==> config.mk <==
export PLATFORM = sky130hd
export DESIGN_NAME = ivt_trap_unit
export DESIGN_NICKNAME = d
export VERILOG_FILES = /design/src/core/ivt_pkg.sv /design/src/core/ivt_node_bank.sv /design/src/core/ivt_trap_unit.sv
export SDC_FILE = /design/constraint.sdc
export NUM_CORES = 1
export LEC_CHECK = 0
export BUFFER_PORTS_ARGS = -buffer_cell sky130_fd_sc_hd__buf_4
export CAP_MARGIN = 20
export CELL_PAD_IN_SITES_DETAIL_PLACEMENT = 0
export CELL_PAD_IN_SITES_GLOBAL_PLACEMENT = 1
export CORE_AREA = 2 2 205 207
export CTS_BUF_LIST = sky130_fd_sc_hd__clkbuf_8
export DETAILED_ROUTE_END_ITERATION = 7
export DIE_AREA = 0 0 207 209
export PLACE_DENSITY_LB_ADDON = 0.12
export SLEW_MARGIN = 25
export SYNTH_ARGS = -nofsm -noshare
export SYNTH_HDL_FRONTEND = slang
export SYNTH_SLANG_ARGS = --single-unit
==> constraint.sdc <==
create_clock -name i_sys_clk -period 47.4 [get_ports i_sys_clk]
set_input_delay 4.74 -clock i_sys_clk [delete_from_list [all_inputs] [get_ports i_sys_clk]]
set_output_delay 4.74 -clock i_sys_clk [all_outputs]
set_load 0.05 [all_outputs]
==> src/core/ivt_pkg.sv <==
// Shared constants and types for the interrupt vector and trap unit.
package ivt_pkg;

  // ==========================================================================
  // Widths and sizes
  localparam int IVT_ADDR_W    = 24;
  localparam int IVT_TRAPN_W   = 7;
  localparam int IVT_PRIO_W    = 4;
  localparam int IVT_NUM_NODES = 30;
  localparam int IVT_NUM_FLAGS = 8;
  localparam int IVT_SYNC_LEN  = 2;

  // ==========================================================================
  // Fixed trap numbers
  localparam logic [IVT_TRAPN_W-1:0] IVT_TN_RESET  = 7'h00;
  localparam logic [IVT_TRAPN_W-1:0] IVT_TN_NMI    = 7'h02;
  localparam logic [IVT_TRAPN_W-1:0] IVT_TN_STACK_OVERFLOW_FLAG  = 7'h04;
  localparam logic [IVT_TRAPN_W-1:0] IVT_TN_STACK_UNDERFLOW_FLAG  = 7'h06;
  localparam logic [IVT_TRAPN_W-1:0] IVT_TN_CLASSB = 7'h0A;

  // ==========================================================================
  // Bit positions in the trap flag register
  localparam int IVT_FLAG_NMI    = 0;
  localparam int IVT_FLAG_STACK_OVERFLOW_FLAG  = 1;
  localparam int IVT_FLAG_STACK_UNDERFLOW_FLAG  = 2;
  localparam int IVT_FLAG_UNDEFINED_OPCODE_FLAG = 3;
  localparam int IVT_FLAG_PROTECTED_INSTR_FAULT_FLAG = 4;
  localparam int IVT_FLAG_ILLEGAL_OPERAND_ACCESS_FLAG = 5;
  localparam int IVT_FLAG_ILLEGAL_INSTR_ACCESS_FLAG = 6;
  localparam int IVT_FLAG_ILLEGAL_BUS_ACCESS_FLAG = 7;
  localparam logic [IVT_NUM_FLAGS-1:0] IVT_CLASSB_MASK = 8'hF8;
  localparam logic [IVT_NUM_FLAGS-1:0] IVT_FLAGS_RST   = 8'h00;
  localparam logic [IVT_PRIO_W-1:0]    IVT_LEVEL_RST   = 4'h0;

  // ==========================================================================
  // Trap number of each interrupt node, by node index
  localparam logic [IVT_TRAPN_W-1:0] IVT_NODE_TRAP [0:IVT_NUM_NODES-1] = '{
    7'h18, 7'h19, 7'h1A, 7'h1B, 7'h1C, 7'h1D, 7'h1E, 7'h1F,
    7'h22, 7'h23, 7'h24, 7'h25, 7'h26, 7'h27, 7'h28, 7'h29,
    7'h2A, 7'h47, 7'h2B, 7'h2C, 7'h2D, 7'h2E, 7'h2F,
    7'h40, 7'h41, 7'h42, 7'h43, 7'h44, 7'h45, 7'h46};

  // ==========================================================================
  // Types
  typedef enum logic [2:0] {
    TL_NONE, TL_CLASS_B, TL_STK_UNDER, TL_STK_OVER, TL_NMI
  } ivt_trap_lvl_t;

  typedef struct packed {
    logic illegal_bus;
    logic illegal_instr;
    logic illegal_operand;
    logic prot_fault;
    logic undef_opcode;
    logic stack_under;
    logic stack_over;
  } ivt_fault_t;

  typedef struct packed {
    logic [IVT_ADDR_W-1:0]  vector;
    logic [IVT_TRAPN_W-1:0] trap_num;
  } ivt_branch_t;

  // Every vector sits at four times its trap number.
  function automatic logic [IVT_ADDR_W-1:0] ivt_vector_of(
    input logic [IVT_TRAPN_W-1:0] num);
    return {15'h0000, num, 2'b00};
  endfunction : ivt_vector_of

endpackage : ivt_pkg

==> src/core/ivt_node_bank.sv <==
// Per-node request, enable and priority registers with the node arbiter.
`timescale 1ns/1ps
module ivt_node_bank #(
  parameter int NODES  = 30,
  parameter int PRIO_W = 4
) (
  input  wire logic              i_sys_clk,
  input  wire logic              i_rst,
  input  wire logic [NODES-1:0]  i_event,
  input  wire logic [NODES-1:0]  i_sw_set,
  input  wire logic [NODES-1:0]  i_sw_clear,
  input  wire logic [NODES-1:0]  i_ack,
  input  wire logic [NODES-1:0]  i_cfg_we,
  input  wire logic              i_cfg_enable,
  input  wire logic [PRIO_W-1:0] i_cfg_prio,
  output logic      [NODES-1:0]  o_request,
  output logic                   o_win_valid,
  output logic [$clog2(NODES)-1:0] o_win_idx,
  output logic      [PRIO_W-1:0] o_win_prio
);

  // ==========================================================================
  // Node control registers
  logic [NODES-1:0]  req_reg, req_next;
  logic [NODES-1:0]  en_reg, en_next;
  logic [PRIO_W-1:0] prio_reg  [NODES];
  logic [PRIO_W-1:0] prio_next [NODES];

  genvar g;
  generate
    for (g = 0; g < NODES; g++)
    begin : g_node
      // A new request wins over a clear in the same cycle.
      always_comb
      begin
        req_next[g]  = (req_reg[g] & ~i_sw_clear[g] & ~i_ack[g])
                     | i_event[g] | i_sw_set[g]; // see [RULE_08]
        en_next[g]   = i_cfg_we[g] ? i_cfg_enable : en_reg[g];
        prio_next[g] = i_cfg_we[g] ? i_cfg_prio : prio_reg[g];
      end
      always_ff @(posedge i_sys_clk)
      begin
        if (i_rst)
        begin
          req_reg[g]  <= 1'b0;
          en_reg[g]   <= 1'b0;
          prio_reg[g] <= '0;
        end
        else
        begin
          req_reg[g]  <= req_next[g];
          en_reg[g]   <= en_next[g];
          prio_reg[g] <= prio_next[g];
        end
      end
    end
  endgenerate

  assign o_request = req_reg;

  // ==========================================================================
  // Arbiter: highest level wins, lower index breaks a tie.
  always_comb
  begin
    o_win_valid = 1'b0;
    o_win_idx   = '0;
    o_win_prio  = '0;
    for (int i = 0; i < NODES; i++)
    begin
      if (req_reg[i] && en_reg[i] &&
          (!o_win_valid || prio_reg[i] > o_win_prio))
      begin
        o_win_valid = 1'b1;
        o_win_idx   = i[$clog2(NODES)-1:0];
        o_win_prio  = prio_reg[i];
      end
    end
  end

endmodule : ivt_node_bank

==> src/core/ivt_trap_unit.sv <==
// Trap and interrupt vectoring: trap flags, trap priority, branch request.
//
// Contract
// [RULE_01] Every node branches to four times its trap number, 47h to 11Ch.
// [RULE_02] A hardware trap branches to its vector at once, unmaskable.
// [RULE_03] Each hardware trap sets its own bit in the trap flag register.
// [RULE_04] A new trap waits only while a higher trap service is running; the code also waits while a trap of the same level runs.
// [RULE_05] No node service or event transfer is granted in a trap service.
// [RULE_06] NMI goes to 08h, stack overflow to 10h and stack underflow to 18h.
// [RULE_07] The five class B faults share vector 28h and differ only by flag.
// [RULE_08] Each node has request and enable flags and a 16-level priority.
// [RULE_09] An accepted service is only preempted by a strictly higher level.
// [RULE_10] A software trap branches to the vector of any given trap number.
// [RULE_11] Hardware, software and watchdog resets all go to vector 0.
`timescale 1ns/1ps
module ivt_trap_unit
  import ivt_pkg::*;
#(
  parameter int NODES = ivt_pkg::IVT_NUM_NODES
) (
  input  wire logic                         i_sys_clk,
  input  wire logic                         i_rst,
  input  wire logic                         i_nmi_n,
  input  wire ivt_pkg::ivt_fault_t          i_faults,
  input  wire logic                         i_sw_reset,
  input  wire logic                         i_wdt_overflow,
  input  wire logic                         i_sw_trap_valid,
  input  wire logic [ivt_pkg::IVT_TRAPN_W-1:0] i_sw_trap_num,
  input  wire logic                         i_svc_return,
  input  wire logic [ivt_pkg::IVT_PRIO_W-1:0] i_ret_level,
  input  wire logic [ivt_pkg::IVT_NUM_FLAGS-1:0] i_flag_clear,
  input  wire logic [NODES-1:0]             i_node_event,
  input  wire logic [NODES-1:0]             i_node_sw_set,
  input  wire logic [NODES-1:0]             i_node_sw_clear,
  input  wire logic [NODES-1:0]             i_node_cfg_we,
  input  wire logic                         i_node_cfg_enable,
  input  wire logic [ivt_pkg::IVT_PRIO_W-1:0] i_node_cfg_prio,
  output logic                              o_branch_valid,
  output ivt_pkg::ivt_branch_t              o_branch,
  output logic [ivt_pkg::IVT_NUM_FLAGS-1:0] o_trap_flags,
  output logic                              o_trap_active,
  output logic [ivt_pkg::IVT_PRIO_W-1:0]    o_cpu_level,
  output logic [NODES-1:0]                  o_node_ack,
  output logic [NODES-1:0]                  o_node_request
);

  import ivt_pkg::*;

  localparam int IDX_W = $clog2(NODES);

  // ==========================================================================
  // NMI pin synchroniser and falling edge detect
  logic [IVT_SYNC_LEN-1:0] nmi_sync_reg;
  logic                    nmi_prev_reg;
  logic                    nmi_event;

  always_ff @(posedge i_sys_clk)
  begin
    if (i_rst)
    begin
      nmi_sync_reg <= '1;
      nmi_prev_reg <= 1'b1;
    end
    else
    begin
      nmi_sync_reg <= {nmi_sync_reg[IVT_SYNC_LEN-2:0], i_nmi_n};
      nmi_prev_reg <= nmi_sync_reg[IVT_SYNC_LEN-1];
    end
  end

  assign nmi_event = nmi_prev_reg & ~nmi_sync_reg[IVT_SYNC_LEN-1];

  // ==========================================================================
  // Node bank
  logic [NODES-1:0]      ack_next;
  logic                  win_valid;
  logic [IDX_W-1:0]      win_idx;
  logic [IVT_PRIO_W-1:0] win_prio;

  ivt_node_bank #(
    .NODES  (NODES),
    .PRIO_W (IVT_PRIO_W)
  ) u_node_bank (
    .i_sys_clk    (i_sys_clk),
    .i_rst        (i_rst),
    .i_event      (i_node_event),
    .i_sw_set     (i_node_sw_set),
    .i_sw_clear   (i_node_sw_clear),
    .i_ack        (ack_next),
    .i_cfg_we     (i_node_cfg_we),
    .i_cfg_enable (i_node_cfg_enable),
    .i_cfg_prio   (i_node_cfg_prio),
    .o_request    (o_node_request),
    .o_win_valid  (win_valid),
    .o_win_idx    (win_idx),
    .o_win_prio   (win_prio)
  );

  // ==========================================================================
  // Trap and branch state
  logic [IVT_NUM_FLAGS-1:0] flags_reg, flags_next;
  logic [IVT_NUM_FLAGS-1:0] pend_reg, pend_next;
  logic [IVT_NUM_FLAGS-1:0] fault_vec, pend_all, take_mask;
  ivt_trap_lvl_t            lvl_reg, lvl_next, cand_lvl;
  logic [IVT_TRAPN_W-1:0]   cand_num;
  logic [IVT_PRIO_W-1:0]    level_reg, level_next;
  logic                     boot_reg, boot_next;
  logic                     swp_reg, swp_next;
  logic [IVT_TRAPN_W-1:0]   swn_reg, swn_next;
  logic                     br_valid_next;
  logic [IVT_TRAPN_W-1:0]   br_num_next;
  logic                     rst_evt, hw_take, sw_req;
  logic [IVT_TRAPN_W-1:0]   sw_num;

  assign fault_vec = {i_faults, nmi_event};
  assign rst_evt   = boot_reg | i_sw_reset | i_wdt_overflow;
  assign sw_req    = swp_reg | i_sw_trap_valid;
  assign sw_num    = swp_reg ? swn_reg : i_sw_trap_num;

  always_comb
  begin
    pend_all  = pend_reg | fault_vec;
    cand_lvl  = TL_NONE;
    cand_num  = IVT_TN_RESET;
    take_mask = '0;
    if (pend_all[IVT_FLAG_NMI])
    begin
      cand_lvl  = TL_NMI;
      cand_num  = IVT_TN_NMI; // see [RULE_06]
      take_mask[IVT_FLAG_NMI] = 1'b1;
    end
    else if (pend_all[IVT_FLAG_STACK_OVERFLOW_FLAG])
    begin
      cand_lvl  = TL_STK_OVER;
      cand_num  = IVT_TN_STACK_OVERFLOW_FLAG; // see [RULE_06]
      take_mask[IVT_FLAG_STACK_OVERFLOW_FLAG] = 1'b1;
    end
    else if (pend_all[IVT_FLAG_STACK_UNDERFLOW_FLAG])
    begin
      cand_lvl  = TL_STK_UNDER;
      cand_num  = IVT_TN_STACK_UNDERFLOW_FLAG; // see [RULE_06]
      take_mask[IVT_FLAG_STACK_UNDERFLOW_FLAG] = 1'b1;
    end
    else if (|(pend_all & IVT_CLASSB_MASK))
    begin
      cand_lvl  = TL_CLASS_B;
      cand_num  = IVT_TN_CLASSB; // see [RULE_07]
      take_mask = IVT_CLASSB_MASK;
    end
  end

  // No enable gates this: the only wait is behind an equal or higher trap level.
  assign hw_take = (cand_lvl > lvl_reg); // see [RULE_02] see [RULE_04]

  always_comb
  begin
    // A fault in the same cycle as its clear leaves the flag set.
    flags_next    = (flags_reg & ~i_flag_clear) | fault_vec; // see [RULE_03]
    pend_next     = pend_all;
    lvl_next      = lvl_reg;
    level_next    = level_reg;
    boot_next     = 1'b0;
    swp_next      = 1'b0;
    swn_next      = swn_reg;
    ack_next      = '0;
    br_valid_next = 1'b0;
    br_num_next   = IVT_TN_RESET;
    if (i_svc_return)
    begin
      if (lvl_reg != TL_NONE)
        lvl_next = TL_NONE;
      else
        level_next = i_ret_level;
    end
    if (rst_evt)
    begin
      br_valid_next = 1'b1; // see [RULE_11]
      pend_next     = '0;
      lvl_next      = TL_NONE;
      level_next    = IVT_LEVEL_RST;
    end
    else if (hw_take)
    begin
      br_valid_next = 1'b1;
      br_num_next   = cand_num;
      pend_next     = pend_all & ~take_mask;
      lvl_next      = cand_lvl;
      // A software trap colliding with a hardware trap is held, not lost.
      swp_next      = sw_req;
      swn_next      = sw_num;
    end
    else if (sw_req)
    begin
      br_valid_next = 1'b1;
      br_num_next   = sw_num; // see [RULE_10]
    end
    else if (lvl_reg == TL_NONE && win_valid && win_prio > level_reg)
    begin
      // Trap services lock out node services: nodes branch only at trap level TL_NONE.
      br_valid_next     = 1'b1; // see [RULE_05] see [RULE_09]
      br_num_next       = IVT_NODE_TRAP[win_idx]; // see [RULE_01]
      ack_next[win_idx] = 1'b1;
      level_next        = win_prio;
    end
  end

  always_ff @(posedge i_sys_clk)
  begin
    if (i_rst)
    begin
      flags_reg      <= IVT_FLAGS_RST;
      pend_reg       <= '0;
      lvl_reg        <= TL_NONE;
      level_reg      <= IVT_LEVEL_RST;
      boot_reg       <= 1'b1;
      swp_reg        <= 1'b0;
      swn_reg        <= '0;
      o_branch_valid <= 1'b0;
      o_branch       <= '0;
      o_node_ack     <= '0;
      o_trap_active  <= 1'b0;
    end
    else
    begin
      flags_reg      <= flags_next;
      pend_reg       <= pend_next;
      lvl_reg        <= lvl_next;
      level_reg      <= level_next;
      boot_reg       <= boot_next;
      swp_reg        <= swp_next;
      swn_reg        <= swn_next;
      o_branch_valid <= br_valid_next;
      o_branch       <= '{vector: ivt_vector_of(br_num_next),
                          trap_num: br_num_next};
      o_node_ack     <= ack_next;
      o_trap_active  <= (lvl_next != TL_NONE);
    end
  end

  assign o_trap_flags = flags_reg;
  assign o_cpu_level  = level_reg;
endmodule : ivt_trap_unit

==> results of run 1 <==
==> layout make-up <==
type	instances	area, um^2
clock inverter	24	135
tap	539	674
inverter	128	480
multi-input combinational	1537	11400
clock buffer	57	785
fill	3977	19800
timing repair buffer	380	2890
sequential	254	5090
==> worst register-to-register path: cells and delay by family (launching register included) <==
| kind | cells | cell delay [ps] |
|---|---|---|
| AND/OR/NAND/NOR | 61 | 9550 |
| adder cells (fa/ha/maj) | 30 | 8440 |
| multiplexers | 12 | 3630 |
| buffers and inverters | 20 | 2580 |
| AO/OA/AOI/OAI | 124 | 20490 |
| flip-flops | 1 | 390 |
==> power by group through the flow <==
stage	logic [W]	registers [W]	clock network, W
finish	0.000342	0.000236	0.000210
global placement	0.000277	0.000239	0
detailed placement	0.000278	0.000239	0
floorplan	0.000184	0.000245	0
global route	0.000374	0.000237	0.000226
CTS	0.000290	0.000235	0.000217
==> how the worst max path moves through the flow <==
stage	end	slack (ps)	cells after the start
floorplan	o_node_ack[8]	80	242
global placement	o_node_ack[6]	-1240	243
detailed placement	u_node_bank.o_request[14]	-2440	242
CTS	u_node_bank.o_request[27]	20	249
global route	u_node_bank.o_request[21]	-500	252
finish	u_node_bank.o_request[0]	2080	247
==> layout by cell type, fill, tap and decap left out, drive strengths merged, types with 50 or more instances in the layout <==
cell,Yosys,routed
nor2b,54,54
ha,105,105
inv,128,142
clkbuf,58,57
nand2,133,133
nand3,50,50
mux2i,172,172
a21oi,128,128
dfxtp,254,254
buf,63,380
nor2,320,320
o21ai,103,103
==> stage by stage <==
step                      setup WS (ps)  hold WS (ps)  power, W
after floorplan                    83.5           389  0.000429
after global placement            -1240           399  0.000516
after detailed placement          -2440           397  0.000517
after CTS                          20.7           420  0.000742
after global routing               -504           442  0.000837
final                              2080           420  0.000788
==> layer usage <==
layer | wire (um) | share of wire, % | track usage, %
met4 | 2150 | 3.8 | 10.2
met1 | 25500 | 45 | 32.8
met2 | 25900 | 46 | 39.5
met3 | 3260 | 5.7 | 4.78
met5 | 0 | 0 | 0
==> Yosys cell counts, types with 12 or more instances <==
library cell,number
nor2_1,319
dfxtp_1,254
mux2i_1,171
nand2_1,133
inv_1,128
a21oi_1,127
ha_1,105
o21ai_0,89
clkbuf_1,58
nor2b_1,54
nand3_1,49
buf_1,33
and2_1,29
mux2_2,27
nor3_1,27
a31oi_1,24
buf_4,24
a211oi_1,21
or2_2,21
a21o_1,20
o211ai_1,19
nand4_1,16
o21a_1,15
nand2b_1,14
or3_1,14
o21ai_1,12
==> kinds of logic (layout without fill, tap and decap cells) <==
group | count (synthesis) | count (layout)
mux | 199 | 199
simple gates | 725 | 725
fa+ha+maj | 105 | 105
flops | 254 | 254
buf+inv | 249 | 589
compound gates | 491 | 491
other cells | 1 | 17
==> repair_timing <==
action	in CTS	in global routing
endpoints found under the hold margin	0	0
resized for setup	52	200
endpoints found under the setup margin	72	72
pin swaps	11	98
setup buffers	13	45
==> metrics.txt, run 1 <==
I/O Buffers=245; GPL Wtd Cong=about 0.93; H-tree depth=2; CTS buffer count=between 40 and 50; f_max=0.0221 GHz; XOR/XNOR Fraction of Synth Area=0%; Final Core Density=a little over half; Crit path buffers/inverters=20; WHS Path Cells=1; Die H=209 um; ANT cells=0; clk sinks=254; global-route wire length before repair=roughly 84 mm; flop-to-flop setup slack=2080 ps; mapped cell area=between 0.015 and 0.02 mm^2; mux contribution to synthesized area=12.5%; post-synthesis sequential area ratio=31.3%; final cell count without fillers=2,919; Synth Area in Simple Gates=21.0%; # DRC=0; Least-Margin Pin Slew=930 ps; Int Pwr=0.000485 W; Netlist cell types=94; clock-pin slew on the worst setup and hold paths=~60 ps; clk root buf=clkbuf_8; combinational family with the most area after synthesis=simple AND/OR/NAND/NOR gates; Die Span X=just over 200 um; pwr dens=36.7 mW/mm^2; Mapped Cells=2,024; vias in the first global route=approximately 15,000; crit-path max FO=8; Mean Syn Cell Area=roughly 8 um^2; vias=15,900; clock skew=23.0 ps; CP top delay family=compound AO/OA/AOI/OAI gates; sequential fraction of design power=29.9%; Inst Count DP=roughly 2,800; initial antenna violation count=2; Gate power share=a little over two fifths; hold buffers post-CTS=0; DRT Wirelength=56.8 mm; Row Count=75; layout cells sized above 1=approximately 29%; via/cell ratio=5.46; TritonCTS clock tree=done; synth top area cells=dfxtp_1, mux2i_1, ha_1, nor2_1, a21oi_1; cells on worst reg2reg path=247; DRT Pass-1 Iters=5; Net Switching=around 0.00030 W; Clk Latency, worst-skew pair=between 600 and 700 ps; Peak supply drop=0.0204 mV; worst path arrival time=45,790 ps; Yosys Warn Count=0; Synth Area in Adders=8.09%; Synth area leader=dfxtp_1; WHS Endpoint=nmi_sync_reg[1]; Initial Util=between 30% and 40%; DP Area=0.0188 mm^2; worst r2r dst=u_node_bank.o_request[0]; CTS max path bufs=3; Async S/R FF share, synth=0%; top-area cell type share of the netlist area=31.3%; crit-path most repeated cell=ha_4; status=finished clean; Die ar.=between 0.04 and 0.05 mm^2; final period utilization=a little over nine tenths; Sum Neg Setup Slack=0 ps; Compound-Gate Fraction of Synth Area=20.7%; Final ANT Viol Nets=0; Crit. End Element=register; Ports=between 200 and 300; crit start category=register; Fin. Hold Viols=0; CP Class=register to register; largest net degree at the start of global routing=78; # setup viols final=0; post-layout instance area=0.0215 mm^2; DRT iter0 DRCs=936; Critical R2R Launch=u_node_bank.o_request[0]; Top FF cell, synth=dfxtp_1; min cycle time layout=about 45,000 ps; required time of the critical path=~48,000 ps; Final nets=2,609; largest stage delay on the critical path=roughly 470 ps; post-detail-place hpwl=40.8 mm; number of synthesized register bits=around 250; clock share of power=between 20% and 30%; gr ovfl total=0; Slew headroom=37.2%; post-DR wirelength/cell=19.5 um; Area Overhead vs Synth=32.3%; core area=0.0413 mm^2; Net Sw Frac=between 30% and 40%; GRT Util Overall=24.8%; Slew Limit Fails=0; max reg flops=120; Pleak=between 9 and 10 nW; max_cap viols=0; CP max-delay cell=or3_4; Hold Startpoint=nmi_sync_reg[0]; hold crit path type=register to register; crit path from=u_node_bank.o_request[0]; EDFF count, synth=0
Note: power is estimated with default switching activity, not from simulation.
==> run 2, diff against run 1 <==
Settings changed: PLACE_DENSITY set to 0.78, PLACE_DENSITY_LB_ADDON 0.12 to not set.
==> run 2 against run 1 <==
Effect of this change: final cell count up 0.45%; combinational power up 3%; sequential power about the same; register-to-register slack worse by 490 ps; critical path depth down 3; clock power up 6%; global-route usage down 1.1 points; sequential share of layout area down 0.42 points; first-iteration DRC count up 20%; critical endpoint is now o_node_ack[7].
==> metrics.txt, run 2 (synthesized netlist as in run 1, its figures left out) <==
crit start category=register (unchanged); largest stage delay on the critical path=440 ps (was 470 ps); Critical Path Stages=244 (was 247); initial antenna violation count=0 (was 2); vias=16,400 (was 15,900); Final WS setup=1590 ps (was 2080 ps); Row Count=75 (unchanged); flop-to-flop setup slack=1590 ps (was 2080 ps); layout cells sized above 1=30.5% (was 28.6%); WHS Path Cells=1 (unchanged); Die Span X=207 um (unchanged); Pwr Total=0.000810 W (was 0.000788 W); Initial Util=39.3% (unchanged); vias in the first global route=15,100 (was 14,900); ANT cells=0 (unchanged); Least-Margin Pin Slew=954 ps (was 930 ps); required time of the critical path=47,930 ps (was 47,860 ps); Final nets=2,626 (was 2,609); Final Core Density=52.9% (was 52.0%); TritonCTS clock tree=done (unchanged); dpl ws=-2040 ps (was -2440 ps); clk sinks=254 (unchanged); WHS Endpoint=nmi_prev_reg (was nmi_sync_reg[1]); clock-pin slew on the worst setup and hold paths=50 ps (was 60 ps); Critical R2R Launch=u_node_bank.o_request[0] (unchanged); Crit path buffers/inverters=24 (was 20); Area Overhead vs Synth=34.6% (was 32.3%); f_max=0.0218 GHz (was 0.0221 GHz); post-detail-place hpwl=38.7 mm (was 40.8 mm); gr ovfl total=0 (unchanged); final period utilization=96.7% (was 95.6%); Pleak=9.57 nW (was 9.41 nW); crit-path max FO=7 (was 8); max reg flops=120 (unchanged); final cell count without fillers=2,932 (was 2,919); Fin. Hold Viols=0 (unchanged); Die ar.=0.0433 mm^2 (unchanged); post-DR wirelength/cell=18.9 um (was 19.5 um); CP Class=register to register (unchanged); DRT Wirelength=55.4 mm (was 56.8 mm); GPL Wtd Cong=0.941 (was 0.933); via/cell ratio=5.59 (was 5.46); DRT iter0 DRCs=1,121 (was 936); hold crit path type=register to register (unchanged); most frequent cells in the layout=buf_4, nor2_1, dfxtp_1, mux2i_1, inv_1 (unchanged); Inst Count DP=2,780 (unchanged); global-route wire length before repair=82.7 mm (was 84.4 mm); max_cap viols=0 (unchanged); cells on worst reg2reg path=244 (was 247); CP top delay family=compound AO/OA/AOI/OAI gates (unchanged); clk root buf=clkbuf_8 (unchanged); clock skew=34.3 ps (was 23.0 ps); largest net degree at the start of global routing=82 (was 78); min cycle time layout=45,810 ps (was 45,320 ps); Die H=209 um (unchanged); Fillers=3,822 (was 3,977); crit-path most repeated cell=ha_1 (was ha_4); core area=0.0413 mm^2 (unchanged); Crit. End Element=register (unchanged); hold buffers post-CTS=0 (unchanged); Ports=263 (unchanged); Hold Startpoint=nmi_sync_reg[1] (was nmi_sync_reg[0]); Peak supply drop=0.0190 mV (was 0.0204 mV); Clk Latency, worst-skew pair=650 ps (was 630 ps); I/O Buffers=245 (unchanged); worst path arrival time=46,350 ps (was 45,790 ps); CTS max path bufs=3 (unchanged); H-tree depth=2 (unchanged); hold_ws=425 ps (was 420 ps); pwr dens=37.1 mW/mm^2 (was 36.7 mW/mm^2); # DRC=0 (unchanged); CTS buffer count=48 (was 45); Slew Limit Fails=0 (unchanged); Final ANT Viol Nets=0 (unchanged); Slew headroom=35.6% (was 37.2%); # setup viols final=0 (unchanged); GRT Util Overall=23.7% (was 24.8%); worst r2r dst=o_node_ack[7] (was u_node_bank.o_request[0]); most common cell after layout, fill and taps aside=buf_4 (unchanged); status=finished clean (unchanged); DRT Pass-1 Iters=6 (was 5); CP max-delay cell=o311ai_4 (was or3_4)
==> run 2: changes by cell type in the layout (fill, tap and decap cells not counted), moves of 5 or more <==
cell / change
o21ai_2: +8
o21ai_0: -8
nor2_1: -5
mux2_4: +6
a21oi_1: -8
buf_6: +5
mux2_2: -6
inv_1: -5
a21oi_2: +6
==> run 2: final cells by class <==
cell class | count | area [um^2] | share of cell area [%]
Inverter | 128 | 480 | 2.20
Timing Repair Buffer | 393 | 3040 | 13.9
Tap cell | 539 | 674 | 3.09
Multi-Input combinational cell | 1538 | 11600 | 53.1
Clock buffer | 59 | 812 | 3.71
Clock inverter | 21 | 159 | 0.727
Sequential cell | 254 | 5090 | 23.3
==> run 2: metal layers <==
metal | vias up | GRT usage, % | wire [um]
li1 | 7888 | - | -
met1 | 7719 | 31.3 | 24500
met2 | 643 | 37.6 | 25200
met3 | 133 | 4.42 | 3620
met4 | 0 | 10.7 | 2150
met5 | - | 0 | 0
==> run 2: where the power goes <==
part	internal, W	switching (W)
registers	0.000224	0.0000118
logic	0.000154	0.000197
clock network	0.000123	0.0000994
total	0.000501	0.000309
==> run 2: through the flow <==
stage | setup TNS (ps) | instance area, um^2
6_report | 0 | 21900
5_1_grt | -54720 | 21900
4_1_cts | 0 | 20100
3_5_place_dp | -125250 | 18800
3_3_place_gp | -11070 | 18800
2_1_floorplan | 0 | 16300
==> run 2: worst reg2reg max path: cells and delay by family (launching register included) <==
family | cells | cell delay [ps]
multiplexers | 13 | 4250
flip-flops | 1 | 390
buffers and inverters | 24 | 2890
adder cells (fa/ha/maj) | 30 | 8090
AND/OR/NAND/NOR | 70 | 11060
AO/OA/AOI/OAI | 107 | 19130
==> run 2: worst max path at each step <==
stage,endpoint,startpoint
after floorplan,o_node_ack[8],u_node_bank.o_request[0]
after global placement,o_node_ack[9],u_node_bank.en_reg[0]
after detailed placement,o_node_ack[5],u_node_bank.en_reg[0]
after CTS,u_node_bank.o_request[19],u_node_bank.o_request[0]
after global routing,u_node_bank.o_request[19],u_node_bank.o_request[0]
final,o_node_ack[7],u_node_bank.o_request[0]
==> run 2: what timing repair did <==
action                     4_1_cts  5_1_grt
gates resized for setup         48      267
hold endpoints to repair         0        0
pin swaps                        7      115
setup buffers                    9       61
setup endpoints to repair       72       72
gates cloned                     1        1
==> run 3, diff against run 2 <==
Settings changed: BUFFER_PORTS_ARGS -buffer_cell sky130_fd_sc_hd__buf_4 to -buffer_cell sky130_fd_sc_hd__buf_2.
==> run 3 against run 2 <==
Effect of this change: via count fell by 1.1%; die area unchanged; power about the same; sequential share of layout area grew 0.64 points; worst setup slack improved by 89 ps; critical endpoint is now u_node_bank.o_request[4]; clock skew down 9.2 ps.
==> metrics.txt, run 3 (synthesized netlist as in run 1, its figures left out) <==
status=finished clean (unchanged); clk sinks=254 (unchanged); largest stage delay on the critical path=450 ps (was 440 ps); CTS max path bufs=3 (unchanged); I/O Buffers=245 (unchanged); DP Area=0.0183 mm^2 (was 0.0188 mm^2); DRT iter0 DRCs=988 (was 1,121); Final Core Density=51.5% (was 52.9%); largest net degree at the start of global routing=85 (was 82); final cell count without fillers=2,933 (was 2,932); dpl ws=-2540 ps (was -2040 ps); Slew headroom=27.6% (was 35.6%); clock skew=25.1 ps (was 34.3 ps); Row Count=75 (unchanged); final period utilization=96.5% (was 96.7%); initial antenna violation count=2 (was 0); Area Overhead vs Synth=31.0% (was 34.6%); crit-path max FO=8 (was 7); Initial Util=39.3% (unchanged); H-tree depth=2 (unchanged); DRT Pass-1 Iters=5 (was 6); clock-pin slew on the worst setup and hold paths=60 ps (was 50 ps); Clk Latency, worst-skew pair=640 ps (was 650 ps); Die H=209 um (unchanged); clk root buf=clkbuf_8 (unchanged); Final WS setup=1670 ps (was 1590 ps); sequential fraction of design power=29.2% (about the same); layout cells sized above 1=30.8% (was 30.5%); Least-Margin Pin Slew=1090 ps (was 954 ps); met2 Track Usage GR=39.4% (was 37.6%); most common cell after layout, fill and taps aside=nor2_1 (was buf_4); Gate power share=43.2% (was 43.4%); f_max=0.0219 GHz (was 0.0218 GHz); Crit. End Element=register (unchanged); Die Span X=207 um (unchanged); vias in the first global route=15,200 (was 15,100); Pleak=9.39 nW (was 9.57 nW); Net Switching=0.000311 W (was 0.000309 W); CTS buffer count=45 (was 48); Final ANT Viol Nets=0 (unchanged); post-layout instance area=0.0213 mm^2 (was 0.0219 mm^2); # DRC=0 (unchanged); hold crit path type=register to register (unchanged); hold buffers post-CTS=0 (unchanged); Int Pwr=0.000498 W (was 0.000501 W); vias=16,200 (was 16,400); M3 GR Usage=3.89% (was 4.42%); global-route wire length before repair=82.4 mm (was 82.7 mm); post-DR wirelength/cell=19.0 um (was 18.9 um); via/cell ratio=5.52 (was 5.59); CP Class=register to register (unchanged); Pwr Total=0.000809 W (was 0.000810 W); CP top delay family=compound AO/OA/AOI/OAI gates (unchanged); Inst Count DP=2,783 (was 2,780); worst path arrival time=46,220 ps (was 46,350 ps); Ports=263 (unchanged); Final nets=2,619 (was 2,626); core area=0.0413 mm^2 (unchanged); Net Sw Frac=38.4% (was 38.1%); Die ar.=0.0433 mm^2 (unchanged); max_cap viols=0 (unchanged); gr ovfl total=0 (unchanged); crit start category=register (unchanged); Crit path buffers/inverters=24 (unchanged); crit-path most repeated cell=a21oi_2 (was ha_1); Slew Limit Fails=0 (unchanged); TritonCTS clock tree=done (unchanged); most frequent cells in the layout=nor2_1, dfxtp_1, buf_2, mux2i_1, buf_4 (was buf_4, nor2_1, dfxtp_1, mux2i_1, inv_1); required time of the critical path=47,900 ps (was 47,930 ps); pwr dens=38.0 mW/mm^2 (was 37.1 mW/mm^2); GPL Wtd Cong=0.910 (was 0.941); Fin. Hold Viols=0 (unchanged); Peak supply drop=0.0208 mV (was 0.0190 mV); GR peak layer=met2 (unchanged); GRT Util Overall=23.7% (about the same); # setup viols final=0 (unchanged); post-detail-place hpwl=39.2 mm (was 38.7 mm); max reg flops=120 (unchanged); met1 Usage GRT=30.6% (was 31.3%); DRT Wirelength=55.7 mm (was 55.4 mm); CP max-delay cell=or3_4 (was o311ai_4); clock share of power=27.7% (was 27.4%); min cycle time layout=45,730 ps (was 45,810 ps)
[run 3: final cells by class]
cell class / instances / area (um^2)
Clock buffer: 56 / 771
Timing Repair Buffer: 389 / 2340
Clock inverter: 27 / 220
Fill cell: 3926 / 20000
Antenna cell: 2 / 5.00
Sequential cell: 254 / 5090
Tap cell: 539 / 674
Inverter: 128 / 480
Multi-Input combinational cell: 1538 / 11700
[run 3: layer usage]
layer  share of wire, %  routed length, um  vias to the layer above
li1                   -                  -                     7855
met4                3.4               1900                        0
met2                 47              25900                      535
met5                  0                  0                        -
met3                5.2               2900                      105
met1                 45              25000                     7708
[run 3: through the flow]
stage / hold slack (ps) / TNS (ps)
floorplan: 389 / 0
finish: 410 / 0
CTS: 412 / 0
global route: 430 / -32600
detailed placement: 398 / -162640
global placement: 393 / -46520
[run 3: what timing repair did]
action / in CTS / in global routing
pin swaps: 12 / 108
endpoints found under the setup margin: 72 / 72
endpoints found under the hold margin: 0 / 0
gates resized for setup: 49 / 256
buffers inserted: 13 / 51
gates cloned: 0 / 1
[run 3: power groups by stage]
| stage | logic (W) | registers [W] | clock network, W |
|---|---|---|---|
| finish | 0.000349 | 0.000236 | 0.000224 |
| global route | 0.000379 | 0.000237 | 0.000239 |
| CTS | 0.000281 | 0.000235 | 0.000229 |
| detailed placement | 0.000269 | 0.000239 | 0 |
| global placement | 0.000265 | 0.000239 | 0 |
| floorplan | 0.000184 | 0.000245 | 0 |
[run 3: worst paths after layout]
path                             from                        to  slack (ps)  cells after the start
max reg2reg  u_node_bank.o_request[0]  u_node_bank.o_request[4]        1670                    246
min                   nmi_sync_reg[0]           nmi_sync_reg[1]         410                      1
min reg2reg           nmi_sync_reg[0]           nmi_sync_reg[1]         410                      1
max          u_node_bank.o_request[0]  u_node_bank.o_request[4]        1670                    246
